==> src/hw/dcg_map.svh <==
// Constants of the clock generator unit: register map, fields, resets, counts
`ifndef DCG_MAP_SVH
`define DCG_MAP_SVH
// Width of each variable PLL configuration bus and its enable bit
`define DCG_CFG_W 8
`define DCG_CFG_EN_BIT 0
// Width of a divide ratio, enough for 32:1
`define DCG_RW 6
// APB register byte offsets
`define DCG_OFF_CTRL 12'h000
`define DCG_OFF_STATUS 12'h004
`define DCG_OFF_RATIO 12'h008
// Control register: pending external port ratios, stored as ratio minus one
`define DCG_CTRL_MST_LSB 0
`define DCG_CTRL_SLV_LSB 4
`define DCG_CTRL_RESET 8'h00
// Status register fields
`define DCG_ST_LOCK_LSB 0
`define DCG_ST_CORE_LSB 4
`define DCG_ST_MON_LSB 8
`define DCG_ST_TEST_BIT 12
`define DCG_ST_RUN_BIT 13
// Ratio register fields, active divide ratios
`define DCG_RT_MST_LSB 0
`define DCG_RT_SLV_LSB 8
`define DCG_RT_SMEM_LSB 16
`define DCG_RT_AXI_LSB 24
// Settling count after power-on release; pin levels are trusted one cycle after it is reached
`define DCG_BOOT_SETTLE 2'h3
// One-hot source codes: fixed, variable a, variable b
`define DCG_SRC_FIXED 3'h1
// Divider slots
`define DCG_DIV_NUM 7
`define DCG_DIV_AXI 0
`define DCG_DIV_DMC 1
`define DCG_DIV_APB 2
`define DCG_DIV_SBUS 3
`define DCG_DIV_SMEM 4
`define DCG_DIV_SLV 5
`define DCG_DIV_MST 6
`endif

==> src/hw/dcg_pkg.sv <==
// Types shared by the clock generator unit
`include "dcg_map.svh"
package dcg_pkg;
  // Glitch-free switch sequence
  typedef enum logic [1:0] {
    SW_IDLE = 2'b00,
    SW_DROP = 2'b01,
    SW_PICK = 2'b10
  } sw_state_t;
  // Divide ratio
  typedef logic [`DCG_RW-1:0] ratio_t;
  // Every level that arrives from a pin or a foreign clock
  typedef struct packed {
    logic [`DCG_CFG_W-1:0] test_bus_a;
    logic [`DCG_CFG_W-1:0] test_bus_b;
    logic [2:0] ref_clk;
    logic [2:0] raw_clk;
    logic [2:0] lock;
    logic ref_sel;
    logic bypass;
    logic test;
    logic axi_ratio;
    logic smc_ratio;
    logic [1:0] mem_ratio;
    logic sys_rst_n;
    logic em_enable;
  } pin_bits_t;
endpackage : dcg_pkg

==> src/hw/glitch_free_switch.sv <==
// Three-way glitch-free clock switch with synchronised select
`timescale 1ns/1ps
`default_nettype none
`include "dcg_map.svh"
module glitch_free_switch (
  input wire logic i_clk,
  input wire logic i_arst_n,
  input wire logic [2:0] i_src,
  input wire logic [2:0] i_select,
  input wire logic i_force_fixed,
  output logic o_clk,
  output logic [2:0] o_current
);
  import dcg_pkg::*;
  typedef struct packed {
    logic [2:0] meta;     // First select stage, read by sync only
    logic [2:0] sync;     // Settled select
    logic [2:0] prev;     // Source levels one cycle ago
    logic [2:0] active;   // Source gated onto the output
    logic [2:0] target;   // Source being switched to
    logic [2:0] current;  // Reported source
    sw_state_t state;
    logic out;
  } sw_t;
  sw_t st;
  sw_t next_st;
  logic [2:0] want;
  logic [2:0] fell;
  // Old source released on its fall, new one taken on its own fall
  always_comb begin
    want = i_force_fixed ? `DCG_SRC_FIXED : st.sync;
    fell = st.prev & ~i_src;
    next_st = st;
    next_st.meta = i_select;
    next_st.sync = st.meta;
    next_st.prev = i_src;
    unique case (st.state)
      SW_IDLE: if (want != st.current) begin
        next_st.target = want;
        next_st.state = SW_DROP;
      end
      SW_DROP: if (st.active == 3'h0 || (|(fell & st.active))) begin
        next_st.active = 3'h0;
        next_st.state = SW_PICK;
      end
      SW_PICK: if (st.target == 3'h0 || (|(fell & st.target))) begin
        next_st.active = st.target;
        next_st.current = st.target;
        next_st.state = SW_IDLE;
      end
      default: next_st.state = SW_IDLE;  // Illegal code recovers
    endcase
    // Gate only while the chosen source is low at the change
    next_st.out = |(next_st.active & i_src);
  end
  // State register
  always_ff @(posedge i_clk or negedge i_arst_n) begin
    if (!i_arst_n) begin
      st <= '0;
    end else begin
      st <= next_st;
    end
  end
  assign o_clk = st.out;
  assign o_current = st.current;
endmodule : glitch_free_switch
`default_nettype wire

==> src/hw/clock_pulse_divider.sv <==
// Pulse-gating clock divider with stretched falling edge
`timescale 1ns/1ps
`default_nettype none
module clock_pulse_divider #(
  parameter int RW = 6
) (
  input wire logic i_clk,
  input wire logic i_arst_n,
  input wire logic i_run,
  input wire logic [RW-1:0] i_ratio,
  output logic o_clk,
  output logic o_clk_inv,
  output logic o_en
);
  typedef struct packed {
    logic [RW-1:0] cnt;  // Phase within the divided period
    logic [RW-1:0] gap;  // Cycles since the last enable
    logic seen;          // Counter has started
    logic had;           // An enable has been issued
    logic clk;
    logic inv;
    logic en;
  } div_t;
  div_t st;
  div_t next_st;
  logic [RW-1:0] half;
  // Enable pulse at phase zero; high phase stretched to half the period
  always_comb begin
    half = RW'((i_ratio + RW'(1)) >> 1);
    next_st = st;
    if (!i_run) begin
      next_st = '0;
      next_st.inv = 1'b1;
    end else begin
      if (!st.seen || st.cnt >= i_ratio - RW'(1)) begin
        next_st.cnt = '0;
      end else begin
        next_st.cnt = st.cnt + RW'(1);
      end
      next_st.seen = 1'b1;
      next_st.en = (next_st.cnt == '0);
      next_st.clk = (next_st.cnt < half);
      next_st.inv = !next_st.clk;
      next_st.gap = next_st.en ? '0 : st.gap + RW'(1);
      next_st.had = st.had | next_st.en;
    end
  end
  // State register
  always_ff @(posedge i_clk or negedge i_arst_n) begin
    if (!i_arst_n) begin
      st <= '0;
      st.inv <= 1'b1;
    end else begin
      st <= next_st;
    end
  end
  assign o_clk = st.clk;
  assign o_clk_inv = st.inv;
  assign o_en = st.en;
endmodule : clock_pulse_divider
`default_nettype wire

==> src/hw/dynamic_clock_generator.sv <==
// Clock generator unit: PLL routing, clock switches, divider tree, APB status
`timescale 1ns/1ps
`default_nettype none
`include "dcg_map.svh"
// Summary of operation
// - Variable PLL reference picked by select input
// - Bypass drives each PLL output from reference
// - Fixed PLL enabled by reset, others by bus
// - Test mode hands variable PLLs to test buses
// - PLL test mode routes clocks, locks to pins
// - Three PLL clocks and three lock flags out
// - Core and monitor clocks via glitch-free switches
// - Clock selects synchronised before use
// - Current source changes at new clock fall
// - All divided clocks come from fixed clock
// - AXI clock is core over 2 or 4
// - Memory controller clock 1:1 or 2:1
// - APB clock always AXI clock over two
// - Slave port divider also makes PLL feedback
// - Master port divider clock exported off-chip
// - Static bus clock 1:1 or 2:1 AXI
// - Static memory clock 1:1, 2:1 or 3:1
// - Inverted static memory clock also provided
// - Ratios latched at reset, never changed live
// - Divided clocks gated pulses, even mark-space
// - External ports 1:1 to 8:1, static 1:1/2:1
// - Fixed PLL used at full or unmanaged performance
module dynamic_clock_generator #(
  parameter int CFG_W = `DCG_CFG_W
) (
  input wire logic i_clk,
  input wire logic i_arst_n,
  // Reference clocks and PLL macro outputs
  input wire logic i_primary_ref_clock,
  input wire logic i_alt_ref_clock_a,
  input wire logic i_alt_ref_clock_b,
  input wire logic i_fixed_pll_raw,
  input wire logic i_variable_pll_a_raw,
  input wire logic i_variable_pll_b_raw,
  input wire logic i_fixed_pll_lock,
  input wire logic i_variable_pll_a_lock,
  input wire logic i_variable_pll_b_lock,
  // Configuration pins
  input wire logic i_variable_pll_ref_select,
  input wire logic i_pll_bypass_cfg,
  input wire logic i_manufacturing_test_select,
  input wire logic i_axi_ratio_cfg,
  input wire logic i_static_bus_ratio_cfg,
  input wire logic [1:0] i_static_mem_ratio_cfg,
  input wire logic i_sys_reset_n,
  input wire logic i_energy_mgmt_enable,
  input wire logic [CFG_W-1:0] i_test_cfg_bus_a,
  input wire logic [CFG_W-1:0] i_test_cfg_bus_b,
  // From the performance level controller
  input wire logic [CFG_W-1:0] i_variable_pll_a_cfg_bus,
  input wire logic [CFG_W-1:0] i_variable_pll_b_cfg_bus,
  input wire logic [2:0] i_core_clock_select,
  input wire logic [2:0] i_monitor_clock_select,
  // APB slave
  input wire logic i_psel,
  input wire logic i_penable,
  input wire logic i_pwrite,
  input wire logic [11:0] i_paddr,
  input wire logic [31:0] i_pwdata,
  output logic [31:0] o_prdata,
  output logic o_pready,
  output logic o_pslverr,
  // PLL section
  output logic o_fixed_pll_en,
  output logic o_variable_pll_ref_clock,
  output logic [CFG_W-1:0] o_variable_pll_a_cfg,
  output logic [CFG_W-1:0] o_variable_pll_b_cfg,
  output logic o_fixed_pll_clock,
  output logic o_variable_pll_a_clock,
  output logic o_variable_pll_b_clock,
  output logic [2:0] o_pll_lock,
  output logic [5:0] o_pll_test_pins,
  // Clock switches
  output logic o_generated_core_clock,
  output logic o_monitor_clock,
  output logic [2:0] o_current_core_source,
  output logic [2:0] o_current_monitor_source,
  // Divider tree
  output logic o_axi_clock,
  output logic o_axi_clock_en,
  output logic o_dyn_memctl_clock,
  output logic o_dyn_memctl_clock_en,
  output logic o_apb_clock,
  output logic o_apb_clock_en,
  output logic o_static_bus_clock,
  output logic o_static_bus_clock_en,
  output logic o_static_mem_clock,
  output logic o_static_mem_clock_en,
  output logic o_static_mem_clock_delayed,
  output logic o_ext_slave_clock,
  output logic o_ext_slave_clock_en,
  output logic o_fixed_pll_feedback_clock,
  output logic o_ext_master_clock,
  output logic o_ext_master_clock_en
);
  import dcg_pkg::*;

  typedef struct packed {
    pin_bits_t meta;            // First stage, read only by sync
    pin_bits_t sync;            // Settled pin levels
    logic pll_en;               // Fixed PLL enable
    logic ref_out;              // Variable PLL reference
    logic [CFG_W-1:0] cfg_a;    // Variable PLL a configuration
    logic [CFG_W-1:0] cfg_b;    // Variable PLL b configuration
    logic [2:0] pll_clk;        // Fixed, variable a, variable b
    logic [2:0] lock;
    logic [5:0] test_pins;
    logic [1:0] boot;           // Settling count after power-on
    logic ok;                   // Pins trusted
    logic [7:0] ctrl;           // Pending external port ratios
    logic axi_sel;              // Latched ratio selects
    logic smc_sel;
    logic [1:0] mem_sel;
    logic [2:0] mst_idx;
    logic [2:0] slv_idx;
    logic [31:0] prdata;
    logic pready;
    logic pslverr;
  } top_t;

  top_t st;
  top_t next_st;
  pin_bits_t pins;               // Raw pin vector
  logic run;                     // Dividers may count
  ratio_t axi_n;                 // Core to AXI ratio
  ratio_t div_n [`DCG_DIV_NUM];  // Ratio of each divider
  logic [`DCG_DIV_NUM-1:0] div_clk;
  logic [`DCG_DIV_NUM-1:0] div_inv;
  logic [`DCG_DIV_NUM-1:0] div_en;
  logic [31:0] status;           // Live status word
  logic [31:0] ratios;           // Active ratio word

  // Gather every foreign level into one vector for the synchroniser
  always_comb begin
    pins.test_bus_a = i_test_cfg_bus_a;
    pins.test_bus_b = i_test_cfg_bus_b;
    pins.ref_clk = {i_alt_ref_clock_b, i_alt_ref_clock_a, i_primary_ref_clock};
    pins.raw_clk = {i_variable_pll_b_raw, i_variable_pll_a_raw, i_fixed_pll_raw};
    pins.lock = {i_variable_pll_b_lock, i_variable_pll_a_lock, i_fixed_pll_lock};
    pins.ref_sel = i_variable_pll_ref_select;
    pins.bypass = i_pll_bypass_cfg;
    pins.test = i_manufacturing_test_select;
    pins.axi_ratio = i_axi_ratio_cfg;
    pins.smc_ratio = i_static_bus_ratio_cfg;
    pins.mem_ratio = i_static_mem_ratio_cfg;
    pins.sys_rst_n = i_sys_reset_n;
    pins.em_enable = i_energy_mgmt_enable;
  end

  // Ratios follow only the latched selects, so they hold while running
  always_comb begin
    run = st.ok && st.sync.sys_rst_n;
    axi_n = st.axi_sel ? ratio_t'(4) : ratio_t'(2);
    div_n[`DCG_DIV_AXI] = axi_n;
    div_n[`DCG_DIV_DMC] = st.axi_sel ? ratio_t'(2) : ratio_t'(1);
    div_n[`DCG_DIV_APB] = ratio_t'(axi_n << 1);
    div_n[`DCG_DIV_SBUS] = st.smc_sel ? ratio_t'(axi_n << 1) : axi_n;
    // Zero on the memory ratio pins is taken as 1:1
    div_n[`DCG_DIV_SMEM] = ratio_t'(div_n[`DCG_DIV_SBUS] *
      ((st.mem_sel == 2'h0) ? ratio_t'(1) : ratio_t'(st.mem_sel)));
    div_n[`DCG_DIV_SLV] = ratio_t'(axi_n * ratio_t'(st.slv_idx) + axi_n);
    div_n[`DCG_DIV_MST] = ratio_t'(axi_n * ratio_t'(st.mst_idx) + axi_n);
  end

  // Register views
  always_comb begin
    status = 32'h0000_0000;
    status[`DCG_ST_LOCK_LSB +: 3] = st.lock;
    status[`DCG_ST_CORE_LSB +: 3] = o_current_core_source;
    status[`DCG_ST_MON_LSB +: 3] = o_current_monitor_source;
    status[`DCG_ST_TEST_BIT] = st.sync.test;
    status[`DCG_ST_RUN_BIT] = run;
    ratios = 32'h0000_0000;
    ratios[`DCG_RT_MST_LSB +: `DCG_RW] = div_n[`DCG_DIV_MST];
    ratios[`DCG_RT_SLV_LSB +: `DCG_RW] = div_n[`DCG_DIV_SLV];
    ratios[`DCG_RT_SMEM_LSB +: `DCG_RW] = div_n[`DCG_DIV_SMEM];
    ratios[`DCG_RT_AXI_LSB +: `DCG_RW] = axi_n;
  end

  // Next state of the whole unit
  always_comb begin
    next_st = st;
    next_st.meta = pins;
    next_st.sync = st.meta;
    // Fixed PLL runs as soon as power-on reset has gone
    next_st.pll_en = 1'b1;
    next_st.ref_out = st.sync.ref_sel ? st.sync.ref_clk[1] : st.sync.ref_clk[0];
    // Test mode lets the test pins configure the variable PLLs
    next_st.cfg_a = st.sync.test ? st.sync.test_bus_a : i_variable_pll_a_cfg_bus;
    next_st.cfg_b = st.sync.test ? st.sync.test_bus_b : i_variable_pll_b_cfg_bus;
    // Bypass hands each output straight to its reference
    next_st.pll_clk = st.sync.bypass ? st.sync.ref_clk : st.sync.raw_clk;
    next_st.lock = st.sync.lock;
    next_st.test_pins = st.sync.test ? {st.pll_clk, st.lock} : 6'h00;
    // Pin levels are caught only after the synchroniser has filled
    if (!st.ok) begin
      next_st.boot = st.boot + 2'h1;
      next_st.ok = (st.boot == `DCG_BOOT_SETTLE);
    end
    // Ratios follow pins and pending register only while held in reset
    if (!run) begin
      next_st.axi_sel = st.sync.axi_ratio;
      next_st.smc_sel = st.sync.smc_ratio;
      next_st.mem_sel = st.sync.mem_ratio;
      next_st.mst_idx = st.ctrl[`DCG_CTRL_MST_LSB +: 3];
      next_st.slv_idx = st.ctrl[`DCG_CTRL_SLV_LSB +: 3];
    end
    // APB: answer is prepared in setup so the access phase needs no wait
    next_st.pready = 1'b0;
    next_st.pslverr = 1'b0;
    if (i_psel && !i_penable) begin
      next_st.pready = 1'b1;
      if (i_paddr == `DCG_OFF_CTRL) begin
        next_st.prdata = {24'h00_0000, st.ctrl};
      end else if (i_paddr == `DCG_OFF_STATUS) begin
        next_st.prdata = status;
      end else if (i_paddr == `DCG_OFF_RATIO) begin
        next_st.prdata = ratios;
      end else begin
        next_st.prdata = 32'h0000_0000;
        next_st.pslverr = 1'b1;
      end
    end
    // Write lands at the completing edge; reserved bits are dropped
    if (i_psel && i_penable && st.pready && i_pwrite && i_paddr == `DCG_OFF_CTRL) begin
      next_st.ctrl = i_pwdata[7:0] & 8'h77;
    end
  end

  // State register
  always_ff @(posedge i_clk or negedge i_arst_n) begin
    if (!i_arst_n) begin
      st <= '0;
      st.ctrl <= `DCG_CTRL_RESET;
    end else begin
      st <= next_st;
    end
  end

  // Core switch: the fixed source is forced when management is off
  glitch_free_switch u_core_switch (
    .i_clk(i_clk),
    .i_arst_n(i_arst_n),
    .i_src(st.pll_clk),
    .i_select(i_core_clock_select),
    .i_force_fixed(!st.sync.em_enable),
    .o_clk(o_generated_core_clock),
    .o_current(o_current_core_source)
  );

  // Monitor switch, independent of the core one
  glitch_free_switch u_monitor_switch (
    .i_clk(i_clk),
    .i_arst_n(i_arst_n),
    .i_src(st.pll_clk),
    .i_select(i_monitor_clock_select),
    .i_force_fixed(1'b0),
    .o_clk(o_monitor_clock),
    .o_current(o_current_monitor_source)
  );

  // Divider tree, all counters phase-aligned on the fixed-domain clock
  genvar gi;
  generate
    for (gi = 0; gi < `DCG_DIV_NUM; gi = gi + 1) begin : g_div
      clock_pulse_divider #(
        .RW(`DCG_RW)
      ) u_div (
        .i_clk(i_clk),
        .i_arst_n(i_arst_n),
        .i_run(run),
        .i_ratio(div_n[gi]),
        .o_clk(div_clk[gi]),
        .o_clk_inv(div_inv[gi]),
        .o_en(div_en[gi])
      );
    end
  endgenerate

  assign o_prdata = st.prdata;
  assign o_pready = st.pready;
  assign o_pslverr = st.pslverr;
  assign o_fixed_pll_en = st.pll_en;
  assign o_variable_pll_ref_clock = st.ref_out;
  assign o_variable_pll_a_cfg = st.cfg_a;
  assign o_variable_pll_b_cfg = st.cfg_b;
  assign o_fixed_pll_clock = st.pll_clk[0];
  assign o_variable_pll_a_clock = st.pll_clk[1];
  assign o_variable_pll_b_clock = st.pll_clk[2];
  assign o_pll_lock = st.lock;
  assign o_pll_test_pins = st.test_pins;
  assign o_axi_clock = div_clk[`DCG_DIV_AXI];
  assign o_axi_clock_en = div_en[`DCG_DIV_AXI];
  assign o_dyn_memctl_clock = div_clk[`DCG_DIV_DMC];
  assign o_dyn_memctl_clock_en = div_en[`DCG_DIV_DMC];
  assign o_apb_clock = div_clk[`DCG_DIV_APB];
  assign o_apb_clock_en = div_en[`DCG_DIV_APB];
  assign o_static_bus_clock = div_clk[`DCG_DIV_SBUS];
  assign o_static_bus_clock_en = div_en[`DCG_DIV_SBUS];
  assign o_static_mem_clock = div_clk[`DCG_DIV_SMEM];
  assign o_static_mem_clock_en = div_en[`DCG_DIV_SMEM];
  assign o_static_mem_clock_delayed = div_inv[`DCG_DIV_SMEM];
  assign o_ext_slave_clock = div_clk[`DCG_DIV_SLV];
  assign o_ext_slave_clock_en = div_en[`DCG_DIV_SLV];
  assign o_fixed_pll_feedback_clock = div_clk[`DCG_DIV_SLV];
  assign o_ext_master_clock = div_clk[`DCG_DIV_MST];
  assign o_ext_master_clock_en = div_en[`DCG_DIV_MST];
endmodule : dynamic_clock_generator
`default_nettype wire

==> config.mk <==
export PLATFORM = sky130hd
export DESIGN_NAME = dynamic_clock_generator
export DESIGN_NICKNAME = d
export VERILOG_FILES = /design/src/hw/dcg_pkg.sv /design/src/hw/glitch_free_switch.sv /design/src/hw/clock_pulse_divider.sv /design/src/hw/dynamic_clock_generator.sv
export VERILOG_INCLUDE_DIRS = /design/src /design/src/hw
export SDC_FILE = /design/constraint.sdc
export NUM_CORES = 1
export LEC_CHECK = 0
export ABC_AREA = 1
export BUFFER_PORTS_ARGS = -buffer_cell sky130_fd_sc_hd__buf_2
export CORE_MARGIN = 10
export CORE_UTILIZATION = 45
export DETAILED_ROUTE_END_ITERATION = 8
export PLACE_DENSITY = 0.67
export SYNTH_ARGS = -nofsm -noshare
export SYNTH_HDL_FRONTEND = slang
export SYNTH_HIERARCHICAL = 1
export SYNTH_SLANG_ARGS = --single-unit
export TNS_END_PERCENT = 10
==> constraint.sdc <==
create_clock -name i_clk -period 4.65 [get_ports i_clk]
set_input_delay 0.465 -clock i_clk [delete_from_list [all_inputs] [get_ports i_clk]]
set_output_delay 0.465 -clock i_clk [all_outputs]
set_load 0.05 [all_outputs]
==> flow_summary.yaml <==
sta:
  drv_slew: 0
  whs_ns: -0.0524
  min_period_ns: 4.31
  finalWorstSetupSlack_ns: 0.339
  period_share_pct: 92.7
  setup_viol: 0
  setup_tns_ns: 0
  max_freq_mhz: 232
  hold_viol_final: 37
  fin_skew_ns: 0.0209
  slew_headroom_pct: 26.9
  rsz0062_at_grt: "no"
  tightest_slew_ns: 1.10
clock_network:
  cts_setup_buffers: 0
  clk_pin_slew_ns: 0.06
  htreeDepth: 1
  clock_sinks: 245
  cts_root_buf: "clkbuf_16"
  cts_made_buffers: 28
  clk_latency_ns: 0.56
  clockBufferDepth: 3
  cts_tree: "done"
worst_setup_path:
  cp-end-kind: "flop"
  slowest_delay_ns: 0.63
  path_max_fanout: 31
  regToRegSetupSlack_ns: 0.34
  critPathKind: "flop to flop"
  setup.worst_path.start_class: "flop"
  rr_worst_depth: 20
  reg2reg_to: "g_div[6].u_div/o_clk"
  cpMostUsedCell: "ha_1"
  required_ns: 5.12
  worstPathArrival_ns: 4.78
  rr_startpoint: "st[43]"
  crit_slowest_cell: "fa_1"
  path_cells: "buf_4, nor2_1, ha_1, ha_1, fa_1, nor3_1, xor2_1, inv_1, ha_1, nand2_1, inv_1, nor2_1, nand2_1, a21oi_4, nand3b_1, inv_1, ha_1, a21oi_1, o2111ai_2, nor2_1"
grt:
  antenna_found_initial: 4
  grt_max_degree: 109
  grt_pass1_wl_um: 49500
  first_global_vias: 10190
  track_usage_pct: 15.5
  overflow: 0
floorplan:
  num_rows: 63
  die_w_um: 194
  die_y_um: 194
  io_pins: 193
  dieArea_um2: 37700
  core_region_area_um2: 29800
  initial_core_util_pct: 45.8
placed_design:
  dp_slack_ns: 0.360
  dpl.hpwl_um: 21900
  portBuffers: 154
  globalplace.congestion: 0.835
drt:
  wire_per_inst_um: 13.8
  wirelength_um: 29300
  antenna_left: 0
  vias: 9811
  drcViolationCount: 0
  dr.pass1.iters: 4
  vias_per_cell: 4.62
  drt_iter0_markers: 445
run:
  drv_cap: 0
finish:
  diodes: 0
  drive_above_1_share_pct: 20.7
  nets: 1933
  syn2layout_area_growth_pct: 16.6
power_and_ir_drop:
  vdd_drop_max_uv: 348
  leakage_nw: 8.66
  pwr_density_cell_nw_per_um2: 376
status:
  status: "finished, violations left"
  violations: "hold timing"
synth:
  synth_warnings: 6
  avgSynthCellArea_um2: 9.09
  synth_cells: 1500
  syn_area_um2: 13600
min_path:
  hold_path_class: "input port to asynchronous set/reset pin"
## critical path: cells and delay by family (launching register included)
family	cells	cell delay (ns)
flops	1	0.34
simple gates	7	0.87
fa+ha+maj	5	1.82
xor+xnor	1	0.20
buf+inv	4	0.53
compound gates	3	0.48
## sequential cells by signal, summed over array words and instances, names as in the netlist, 6 cells and up
signal and cells:
next_st 37, g_div.u_div/o_clk 7, st 50, o_prdata 20
g_div.u_div/st 49, u_core_switch/st 14, g_div.u_div/o_en 7, u_monitor_switch/st 14
o_variable_pll_a_cfg 8, o_variable_pll_b_cfg 8, o_pll_test_pins 6
## cell usage in the layout (no fill, tap or decap), types with 3 or more instances in the layout
cell type / instances
clkinv_4: 3
nor2_2: 18
fa_1: 3
mux2_2: 25
nand3b_1: 9
o21ai_2: 4
inv_1: 226
a21oi_1: 12
a21oi_4: 7
nand2_1: 325
o21ai_0: 18
a21oi_2: 9
nor3_2: 8
conb_1: 73
o2111ai_2: 7
a31oi_1: 7
dlygate4sd3_1: 28
buf_2: 153
buf_4: 7
nand2_4: 9
clkbuf_16: 28
nor3_1: 23
dfrtp_1: 244
ha_1: 114
nand2_2: 24
nand3_2: 12
nor3b_1: 7
nor2_4: 7
xnor2_1: 22
nand3_1: 92
xor2_1: 58
nor2_1: 103
o211ai_1: 3
inv_2: 11
clkbuf_8: 6
clkinv_2: 9
## area by class of cell
type / count / area (um2)
clock buffers: 36 / 791
flip-flops and latches: 245 / 6130
repair buffers: 190 / 1130
clock inverters: 15 / 145
fillers: 2747 / 13900
well taps: 390 / 488
multi-input cells: 1007 / 6320
inverters: 239 / 900
## metrics by stage
stage | utilization (%) | std cells | hold slack [ns] | area, um2 | total power [mW]
floorplan | - | 1571 | 0.169 | 13900 | 3.54
global placement | 49.3 | 2043 | 0.331 | 14700 | 3.79
detailed placement | 49.3 | 2043 | 0.335 | 14700 | 3.83
CTS | 53.3 | 2121 | 0.0000374 | 15900 | 6.04
global route | 53.4 | 2122 | 0.00579 | 15900 | 6.32
finish | 53.4 | 2122 | -0.0524 | 15900 | 5.98
## report_power, final
group	internal (mW)	switching, mW	total [mW]
clock	1.27	0.908	2.17
combinational	0.454	0.914	1.37
sequential	2.30	0.137	2.44
total	4.02	1.96	5.98
## repair_timing
item / 4_1_cts / 5_1_grt
setup endpoints to repair: 0 / 2
resized for setup: 0 / 1
endpoints found under the hold margin: 27 / 1
hold buffers: 27 / 1
## per-layer routing
metal  part of all wire [%]  vias to the layer above  GRT usage, %
li1                       -                     4972             -
met1                     43                     4587          18.6
met2                     48                      204          26.6
met3                    6.7                       42          4.46
met4                    1.7                        6          3.63
met5                   0.11                        -             0
## how the worst max path moves through the flow
stage,slack (ns),end,from
6_report,0.34,g_div[6].u_div/o_clk,st[43]
5_1_grt,0.03,g_div[6].u_div/o_clk,st[43]
4_1_cts,0.33,g_div[6].u_div/o_clk,st[43]
3_5_place_dp,0.36,g_div[6].u_div/o_clk,st[43]
3_3_place_gp,0.44,g_div[4].u_div/o_clk,st[42]
2_1_floorplan,0.34,g_div[4].u_div/o_clk_inv,st[43]
No activity file was read; power rests on OpenSTA's default activity.
